**config.mk**
```make
export PLATFORM = sky130hd
export DESIGN_NAME = fcc_top
export DESIGN_NICKNAME = d
export VERILOG_FILES = /design/src/rtl/fcc_pkg.sv /design/src/rtl/fcc_if.sv /design/src/rtl/fcc_top.sv /design/src/rtl/fcc_gate.sv
export SDC_FILE = /design/constraint.sdc
export NUM_CORES = 1
export LEC_CHECK = 0
export ABC_AREA = 1
export BUFFER_PORTS_ARGS = -buffer_cell sky130_fd_sc_hd__buf_2
export CORE_MARGIN = 2
export CORE_UTILIZATION = 45
export DETAILED_ROUTE_END_ITERATION = 8
export PLACE_DENSITY_LB_ADDON = 0.3
export SLEW_MARGIN = 15
export SYNTH_ARGS = -nofsm -noshare
export SYNTH_HDL_FRONTEND = slang
export SYNTH_SLANG_ARGS = --single-unit
```
**constraint.sdc**
```tcl
create_clock -name clk -period 1.2 [get_ports clk]
set_input_delay 0.06 -clock clk [delete_from_list [all_inputs] [get_ports clk]]
set_output_delay 0.06 -clock clk [all_outputs]
set_load 0.005 [all_outputs]
```
**src/rtl/fcc_pkg.sv**
```systemverilog
// flash charge control: shared constants, timing counts and mode encoding
// assumes a single 10 MHz clock; all inputs from pins or analogue comparators
package fcc_pkg;

    // ========================================================================
    // clock and timing
    // ========================================================================
    localparam int unsigned FCC_CLK_PERIOD_NS = 100;
    // enable delay after the request edge: typical and longest
    localparam int unsigned FCC_EN_DLY_NS     = 50000;
    localparam int unsigned FCC_EN_MAX_NS     = 150000;
    localparam int unsigned FCC_EN_DLY_CYC    = (FCC_EN_DLY_NS + FCC_CLK_PERIOD_NS - 1) / FCC_CLK_PERIOD_NS;
    localparam int unsigned FCC_EN_MAX_CYC    = FCC_EN_MAX_NS / FCC_CLK_PERIOD_NS;
    // comparator to output delays; each floors at one cycle
    localparam int unsigned FCC_GATE_DLY_NS   = 25;
    localparam int unsigned FCC_PEAK_OFF_NS   = 75;
    localparam int unsigned FCC_DONE_DLY_NS   = 200;
    localparam int unsigned FCC_GATE_DLY_CYC  = (FCC_GATE_DLY_NS < FCC_CLK_PERIOD_NS) ? 1 :
                                                FCC_GATE_DLY_NS / FCC_CLK_PERIOD_NS;
    localparam int unsigned FCC_PEAK_OFF_CYC  = (FCC_PEAK_OFF_NS < FCC_CLK_PERIOD_NS) ? 1 :
                                                FCC_PEAK_OFF_NS / FCC_CLK_PERIOD_NS;
    localparam int unsigned FCC_DONE_DLY_CYC  = (FCC_DONE_DLY_NS < FCC_CLK_PERIOD_NS) ? 1 :
                                                FCC_DONE_DLY_NS / FCC_CLK_PERIOD_NS;
    localparam int unsigned FCC_CNT_W         = 12;

    // ========================================================================
    // synchroniser bit positions
    // ========================================================================
    localparam int unsigned FCC_NSYNC = 6;
    localparam int unsigned FCC_S_REQ = 0;
    localparam int unsigned FCC_S_FUL = 1;
    localparam int unsigned FCC_S_OCP = 2;
    localparam int unsigned FCC_S_TSD = 3;
    localparam int unsigned FCC_S_PK  = 4;
    localparam int unsigned FCC_S_ZC  = 5;

    // ========================================================================
    // reset values
    // ========================================================================
    localparam logic FCC_SW_RST   = 1'b0;
    localparam logic FCC_GATE_RST = 1'b0;

    typedef enum logic [2:0] {
        FCC_IDLE,
        FCC_ARM,
        FCC_CHARGE,
        FCC_DONE,
        FCC_FAULT
    } fcc_mode_t;

endpackage : fcc_pkg

```
**src/rtl/fcc_if.sv**
```systemverilog
// flash charge control: link between charge control and gate driver
// assumes both ends run on the same clock
interface fcc_if;
    logic fire;
    logic permit;
    logic gate;

    modport ctl (output fire, output permit, input gate);
    modport drv (input fire, input permit, output gate);
endinterface : fcc_if

```
**src/rtl/fcc_top.sv**
```systemverilog
// flash charge control: charge sequencing, completion flag, strobe gate
// assumes comparator outputs and host pins are asynchronous to clk
// assumes an external pull-up on the open-drain completion pin

// Operation
// RL1: charge starts only with request high, latched
// RL2: enable rises after deliberate noise-rejecting delay
// RL3: request low stops charging immediately
// RL4: full-charge detection stops charging
// RL5: overcurrent on switch stops charging
// RL6: restart after forced stop repeats delay
// RL7: done pin is open drain, low when full
// RL8: done pin released while charging or faulted
// RL9: done low until request goes low
// RL10: done falls shortly after full threshold
// RL11: switch off shortly after peak limit
// RL12: gate follows strobe inputs after short delay
// RL13: gate on only when both inputs high
// RL14: no done after trip while request high
// RL15: host times request-to-done to find trips
// RL16: completion clears enable, enters disabled mode
// RL17: trip latches off until request low, cleared
// RL18: request drop during delay abandons start
module fcc_top import fcc_pkg::*; #(
    parameter int unsigned ARM_CYC = FCC_EN_DLY_CYC
) (
    input  wire logic clk,
    input  wire logic rst_n,
    input  wire logic charge_request,
    input  wire logic full_detect,
    input  wire logic overcurrent_detect,
    input  wire logic thermal_detect,
    input  wire logic peak_detect,
    input  wire logic zero_detect,
    input  wire logic flash_fire,
    input  wire logic flash_permit,
    output logic      primary_switch,
    output logic      charge_enable_int,
    output logic      charge_done_n_o,
    output logic      charge_done_n_oe,
    output logic      gate_drive_out,
    output logic      fault_latched
);

    localparam logic [FCC_CNT_W-1:0] ARM_LAST = FCC_CNT_W'(ARM_CYC - 1);
    localparam int LAT = 3;

    typedef struct packed {
        logic [FCC_NSYNC-1:0] meta;
        logic [FCC_NSYNC-1:0] stab;
        logic [1:0]           fmeta;
        logic [1:0]           fstab;
        fcc_mode_t            mode;
        logic [FCC_CNT_W-1:0] cnt;
        logic                 sw;
    } fcc_top_st_t;

    fcc_top_st_t q;
    fcc_top_st_t d;

    logic [1:0] rst_pipe_q;
    logic       rst_sync_n;

    logic req;
    logic full;
    logic overcurrent_trip;
    logic tsd;
    logic peak;
    logic zc;

    fcc_if gif ();

    // ========================================================================
    // reset release
    // ========================================================================
    // release is synchronous so every state flop leaves reset together
    always_ff @(posedge clk or negedge rst_n) begin
        if (!rst_n) begin
            rst_pipe_q <= 2'h0;
        end else begin
            rst_pipe_q <= {rst_pipe_q[0], 1'b1};
        end
    end

    assign rst_sync_n = rst_pipe_q[1];

    // ========================================================================
    // synchronised inputs
    // ========================================================================
    assign req  = q.stab[FCC_S_REQ];
    assign full = q.stab[FCC_S_FUL];
    assign overcurrent_trip  = q.stab[FCC_S_OCP];
    assign tsd  = q.stab[FCC_S_TSD];
    assign peak = q.stab[FCC_S_PK];
    assign zc   = q.stab[FCC_S_ZC];

    // ========================================================================
    // charge sequencer
    // ========================================================================
    always_comb begin
        d       = q;
        d.meta  = {zero_detect, peak_detect, thermal_detect,
                   overcurrent_detect, full_detect, charge_request};
        d.stab  = q.meta;
        d.fmeta = {flash_permit, flash_fire};
        d.fstab = q.fmeta;
        case (q.mode)
            FCC_IDLE: begin
                d.sw  = 1'b0;
                d.cnt = '0;
                if (req) begin // RL1
                    d.mode = tsd ? FCC_FAULT : FCC_ARM; // RL6
                end
            end
            FCC_ARM: begin
                if (!req) begin
                    d.mode = FCC_IDLE; // RL18
                end else if (tsd) begin
                    d.mode = FCC_FAULT; // RL17
                end else if (q.cnt == ARM_LAST) begin
                    // delay filters short glitches on the request pin
                    d.mode = FCC_CHARGE; // RL2
                    d.sw   = 1'b1;
                end else begin
                    d.cnt = q.cnt + 1'b1;
                end
            end
            FCC_CHARGE: begin
                // forced stop outranks every other stop cause
                if (!req) begin
                    d.mode = FCC_IDLE; // RL3
                    d.sw   = 1'b0;
                end else if ((overcurrent_trip && q.sw) || tsd) begin
                    d.mode = FCC_FAULT; // RL5 RL14
                    d.sw   = 1'b0;
                end else if (full) begin
                    d.mode = FCC_DONE; // RL4 RL10
                    d.sw   = 1'b0; // RL16
                end else if (peak) begin
                    d.sw = 1'b0; // RL11
                end else if (zc) begin
                    d.sw = 1'b1;
                end
            end
            FCC_DONE: begin
                d.sw = 1'b0;
                if (!req) begin
                    d.mode = FCC_IDLE; // RL9
                end
            end
            FCC_FAULT: begin
                d.sw = 1'b0;
                // trip holds until the host drops request and it has cleared
                if (!req && !overcurrent_trip && !tsd) begin
                    d.mode = FCC_IDLE; // RL17
                end
            end
            default: begin
                d.mode = FCC_IDLE;
                d.sw   = 1'b0;
            end
        endcase
    end

    always_ff @(posedge clk or negedge rst_sync_n) begin
        if (!rst_sync_n) begin
            q.meta  <= '0;
            q.stab  <= '0;
            q.fmeta <= 2'h0;
            q.fstab <= 2'h0;
            q.mode  <= FCC_IDLE;
            q.cnt   <= '0;
            q.sw    <= FCC_SW_RST;
        end else begin
            q <= d;
        end
    end

    // ========================================================================
    // outputs
    // ========================================================================
    assign primary_switch    = q.sw;
    assign charge_enable_int = (q.mode == FCC_CHARGE);
    assign fault_latched     = (q.mode == FCC_FAULT);
    // open drain: only ever pulls low, never drives high
    assign charge_done_n_o   = 1'b0; // RL7
    // state decode, so the pin releases on the same edge the state leaves done
    assign charge_done_n_oe  = (q.mode == FCC_DONE); // RL8

    assign gif.fire   = q.fstab[0];
    assign gif.permit = q.fstab[1];
    assign gate_drive_out = gif.gate; // RL12

    fcc_gate u_gate (
        .clk        (clk),
        .rst_sync_n (rst_sync_n),
        .gif        (gif)
    );

    // ========================================================================
    // checks
    // ========================================================================
    logic [1:0] age_q;

    always_ff @(posedge clk or negedge rst_sync_n) begin
        if (!rst_sync_n) begin
            age_q <= 2'h0;
        end else if (age_q != 2'h3) begin
            age_q <= age_q + 2'h1;
        end
    end
endmodule : fcc_top

```
**src/rtl/fcc_gate.sv**
```systemverilog
// flash charge control: strobe gate driver stage
// assumes fire and permit are already synchronised to clk
module fcc_gate import fcc_pkg::*; (
    input  wire logic clk,
    input  wire logic rst_sync_n,
    fcc_if.drv        gif
);

    typedef struct packed {
        logic gate;
    } fcc_gate_st_t;

    fcc_gate_st_t q;
    fcc_gate_st_t d;

    // ========================================================================
    // gate logic
    // ========================================================================
    always_comb begin
        d      = q;
        d.gate = gif.fire & gif.permit; // RL13
    end

    always_ff @(posedge clk or negedge rst_sync_n) begin
        if (!rst_sync_n) begin
            q.gate <= FCC_GATE_RST;
        end else begin
            q <= d; // RL12
        end
    end

    assign gif.gate = q.gate;
endmodule : fcc_gate

```
[After elaboration in Yosys (flattened, before gate mapping)]
Index checks and enable logic that the tools add are counted.
Storage, ports and cells
  register bits after elaboration: 35
Operators by class
  equal/unequal tests: 15
  muxes and demuxes: 22
  add/sub/neg operators: 1
  reduce and logical (&&, ||, !) cells: 12
  bitwise gates (word level): 1
Operators by type and width (count)
  3-bit two-way mux: 10
  13-bit two-way mux: 2
  12-bit case mux with 2 select lines: 1
  3-bit case mux with 5 select lines: 1
  12-bit by 1-bit adder with 12-bit output, second input constant: 1
  12-bit by 9-bit == test with 1-bit output, second input constant: 1
  12-bit two-way mux: 1
  2-bit inequality test, second input constant: 6
  4-bit AND reduction: 2
  3-bit by 2-bit == test with 1-bit output, second input constant: 2
  1-bit two-way mux: 6
  6-bit by 2-bit inequality test with 1-bit output, second input constant: 1
  5-bit AND reduction: 1
  4-bit by 2-bit inequality test with 1-bit output, second input constant: 1
  4-bit inequality test, second input constant: 1
  3-bit by 1-bit == test with 1-bit output, second input constant: 1
  3-bit == test, second input constant: 1
  1-bit logical AND: 3
  1-bit logical NOT: 3
  3-bit logical NOT: 1
  2-bit by 1-bit inequality test with 1-bit output, second input constant: 1
  1-bit case mux with 2 select lines: 1
  2-bit nonzero test: 1
  1-bit AND: 1
  1-bit logical OR: 1

[Longest topological paths before layout]
  depth after elaboration: 6
  depth in mapped cells: 10

[Cells and area by module]
A second synthesis with hierarchy kept.
Second synthesis, totals
  cells, all modules: 213
  area, all modules: 1710.4 µm²
By module, submodules not included
  fcc_top: sequential area each 850.8 µm², area an instance 1677.9 µm², times used 1, cells each 210
  fcc_gate: sequential area each 25.0 µm², area an instance 32.5 µm², times used 1, cells each 3

[Worst setup path before layout]
No wires, ideal clock.
  kind: register to register
  start: register q[1] in the netlist's numbering
  end: register q[3] in the netlist's numbering
  data required time: 1083 ps
  data arrival time: 1427 ps
  setup slack: -344 ps
  stages on the path, launching flop included: 10
  clock period less this slack: 1544 ps
  path through: dfrtp_1 -> ha_1 -> inv_1 -> nor3_2 -> nand3_2 -> nand2_4 -> nand2_4 -> buf_8 -> nand3_1 -> nand2_1
Between the ends
  word-level cells in the longest chain between the ends: 5
  elaborated cells between the ends (all ways): 8
RTL lines
  start, declared: RTL line fcc_top.sv:58  | fcc_top_st_t q;
  12-bit by 1-bit adder with 12-bit output: RTL line fcc_top.sv:125  | d.cnt = q.cnt + 1'b1;
  12-bit two-way mux: RTL line fcc_top.sv:120  | end else if (q.cnt == ARM_LAST) begin
  13-bit two-way mux: RTL line fcc_top.sv:118  | end else if (tsd) begin
  13-bit two-way mux: RTL line fcc_top.sv:116  | if (!req) begin
  12-bit case mux with 2 select lines: RTL line fcc_top.sv:107  | case (q.mode)
Parallel ways exist; a longest one is shown, timed or not. The select of a mux whose other input is x is not followed.
A chain may end at the register's enable or synchronous reset.

[Final worst setup path]
  start: register q[1] in the netlist's numbering
  end: register q[6] in the netlist's numbering
The elaborated chain is that of the path after synthesis.

==> results.md <==
- P_int: 2460 uW
- Synth Area in Compound Gates: 0.02954
- Mux share of post-synthesis cell area: 0
- Xor and xnor area share after synthesis: 0.02017
- Crit path capture type: flip-flop
- CP peak stage delay: 400 ps
- Worst Path Required: 1380 ps
- Psw: 1345 uW
- DP HPWL: 2.799 mm
- Cells after Synth: 214
- PnR worst setup slack: -171.6 ps
- Vias: 1576
- GRT overflow: 0
- Cell area after synthesis: 0.001737 mm^2
- CP max FO: 14
- Most common cell after layout, fill and taps aside: nand2_1
- RSZ-0062 raised after global routing: true
- Clk sinks: 35
- Area leader, netlist: dfrtp_1
- Combinational share of power: 0.347
- FF-to-FF path depth: 8
- Die area: 0.004372 mm^2
- Max clock buf depth: 2
- Status: finished with violations
- Arr. time, crit path: 1550 ps
- Worst hold path type: in2async
- FP Rows: 22
- Vias/cell: 4.733
- Maxcap violations: 0
- R2R setup slack: -170 ps
- FF-to-FF End: q[6]$_DFFE_PN0P_
- Area contributors post-synth: dfrtp_1, nand2_1, nand3_1, nor2_1, inv_1
- Failing checks: negative setup slack
- Maximum vdd drop: 0.9653 mV
- Gr usage total: 0.2159
- 1st-iter DRT viols: 95
- Synth unique cells: 27
- Vias in the first global route: 1539
- Util after Layout: 0.6777
- Net Sw Frac: 0.3536
- Pwr dens: 1522 mW/mm^2
- Antenna Nets Post-Route: 0
- Die width: 66.12 um
- CTS tree: done
- Diode count: 0
- Clock power frac: 0.290
- LEAKAGE: 0.001234 uW
- Most frequent cells in the layout: nand2_1, buf_4, dfrtp_1
- Post-Synth Simple-Gate Area: 0.3667
- Sequential group share of total power: 0.363
- Post-Synth Adder-Cell Area: 0.007205
- Synth top area share: 0.5043
- Clock root buffer: clkbuf_8
- Synth warn: 0
- Syn avg cell area: 8.115 um^2
- Crit-path cells: ha_4, inv_4, nor3_4, nand3_2, nand2_4, nand2_8, nand2_1, o21ai_0
- Pre-antenna DRT Iters: 4
- # IOs: 16
- Sequential area share after synthesis: 0.5043
- Area growth from synthesis to layout: 43.95%
- Minimum clock period: 1372 ps
- Die height: 66.12 um
- Avg WL per Cell: 12.14 um
- Starting Density: 0.4708
- Total Wirelength: 4.043 mm
- Setup violators final: 18
- Max stage delay cell, worst path: dfrtp_2
- Cts bufs inserted: 5
- Reg2reg start: q[1]$_DFFE_PN0P_
- H-tree depth: 2
- Critical path type: reg2reg
- Largest net degree at the start of global routing: 15
- WHS: 86.21 ps
- Global-route wire length before repair: 6.975 mm
- Period utilization: 1.143
- F_max: 729.1 MHz
- Share of cells above drive strength 1: 0.3649
- Initial antenna violation count: 0
- Final setup skew: 6.607 ps
- DRC viols: 0
- RePlAce Congestion: 0.8520
- Post-synth net total: 225
- Clk_lat worst skew: 290 ps
- Final Hold Viols: 0
- Max-slew violation count: 0
- Main combinational cell family by area after synthesis: simple AND/OR/NAND/NOR gates
- Final nets: 295
- Seq cells post-synth: 35
- IO buf count: 14
- Tot Pwr: 3805 uW
- Setup crit start kind: flip-flop
- Clk slew on worst S/H paths: 80 ps
- Total core area: 0.003689 mm^2
[critical path, delay by kind of cell (launching register included)]
| kind | cells | cell delay, ps |
|---|---|---|
| DFF | 1 | 400 |
| and+or+nand+nor | 5 | 580 |
| buffers and inverters | 1 | 40 |
| adders and majority gates | 1 | 170 |
| AOI/OAI and AO/OA | 1 | 70 |
[power by group through the flow]
stage	registers (uW)	logic (uW)	clock network, uW
after floorplan	1410	669	0
after global placement	1380	1110	0
after detailed placement	1390	1130	0
after CTS	1380	1260	1130
after global routing	1390	1430	1190
final	1380	1320	1100
[metal layers]
layer	up-vias	GRT usage	part of all wire
met1	701	0.2762	0.44
met2	39	0.3500	0.50
met3	10	0.05792	0.040
met4	0	0.07908	0.019
met5	-	0	0
li1	826	-	-
[cell usage after synthesis (all sizes together)]
| library cell | number |
|---|---|
| nand2 | 69 |
| nor2 | 28 |
| ha | 1 |
| nand4 | 8 |
| buf | 5 |
| a21oi | 3 |
| xnor2 | 1 |
| conb | 2 |
| o21ai | 5 |
| nand3 | 27 |
| inv | 20 |
| nand3b | 1 |
| nor3 | 6 |
| dfrtp | 35 |
| xor2 | 3 |
[flip-flops by register name, indices dropped and copies added (netlist names)]
signal and cells:
d 8, full 1, primary_switch 1, rst_pipe_q 2
u_gate.gif.gate 1, q 18, overcurrent_trip 1, gif.permit 1
peak 1, gif.fire 1
[kinds of logic (layout without fill, tap and decap cells)]
group | after synthesis | after routing
and+or+nand+nor | 139 | 139
DFF | 35 | 35
buffers and inverters | 25 | 96
AOI/OAI and AO/OA | 8 | 8
xor gates and xnor gates | 4 | 4
other | 2 | 2
adders and majority gates | 1 | 1
[layout make-up]
cell class,instances,area [um^2]
fill,296,1189
sequential,35,879.6
multi-input combinational,154,828.3
timing repair buffer,68,535.5
inverter,20,80.08
clock buffer,5,68.82
tap,48,60.06
clock inverter,3,47.55
[worst max-delay path by stage]
stage,depth (start not counted),from,slack [ps],to
3_5_place_dp,8,q[1]$_DFFE_PN0P_,-160,q[6]$_DFFE_PN0P_
5_1_grt,8,q[2]$_DFFE_PN0P_,-260,q[6]$_DFFE_PN0P_
3_3_place_gp,8,q[2]$_DFFE_PN0P_,-140,q[6]$_DFFE_PN0P_
4_1_cts,8,q[1]$_DFFE_PN0P_,-180,q[2]$_DFFE_PN0P_
2_1_floorplan,9,q[1]$_DFFE_PN0P_,-190,q[3]$_DFFE_PN0P_
6_report,8,q[1]$_DFFE_PN0P_,-170,q[6]$_DFFE_PN0P_
[per-stage QoR]
step           std cells  setup slack (ps)  TNS, ps  instance area [um^2]
5_1_grt              333            -264.2    -4024                  2500
6_report             333            -171.6    -2441                  2500
4_1_cts              333            -177.1    -2511                  2465
3_5_place_dp         315            -160.9    -2200                  2190
2_1_floorplan        214            -188.2    -2163                  1757
3_3_place_gp         315            -141.1    -1742                  2190
[what timing repair did]
action	4_1_cts	5_1_grt
gates resized for setup	18	11
pin swaps	4	5
endpoints found under the setup margin	19	19
setup buffers	1	0
hold buffers	9	0
endpoints found under the hold margin	10	0
(Power assumes the default switching activity.)
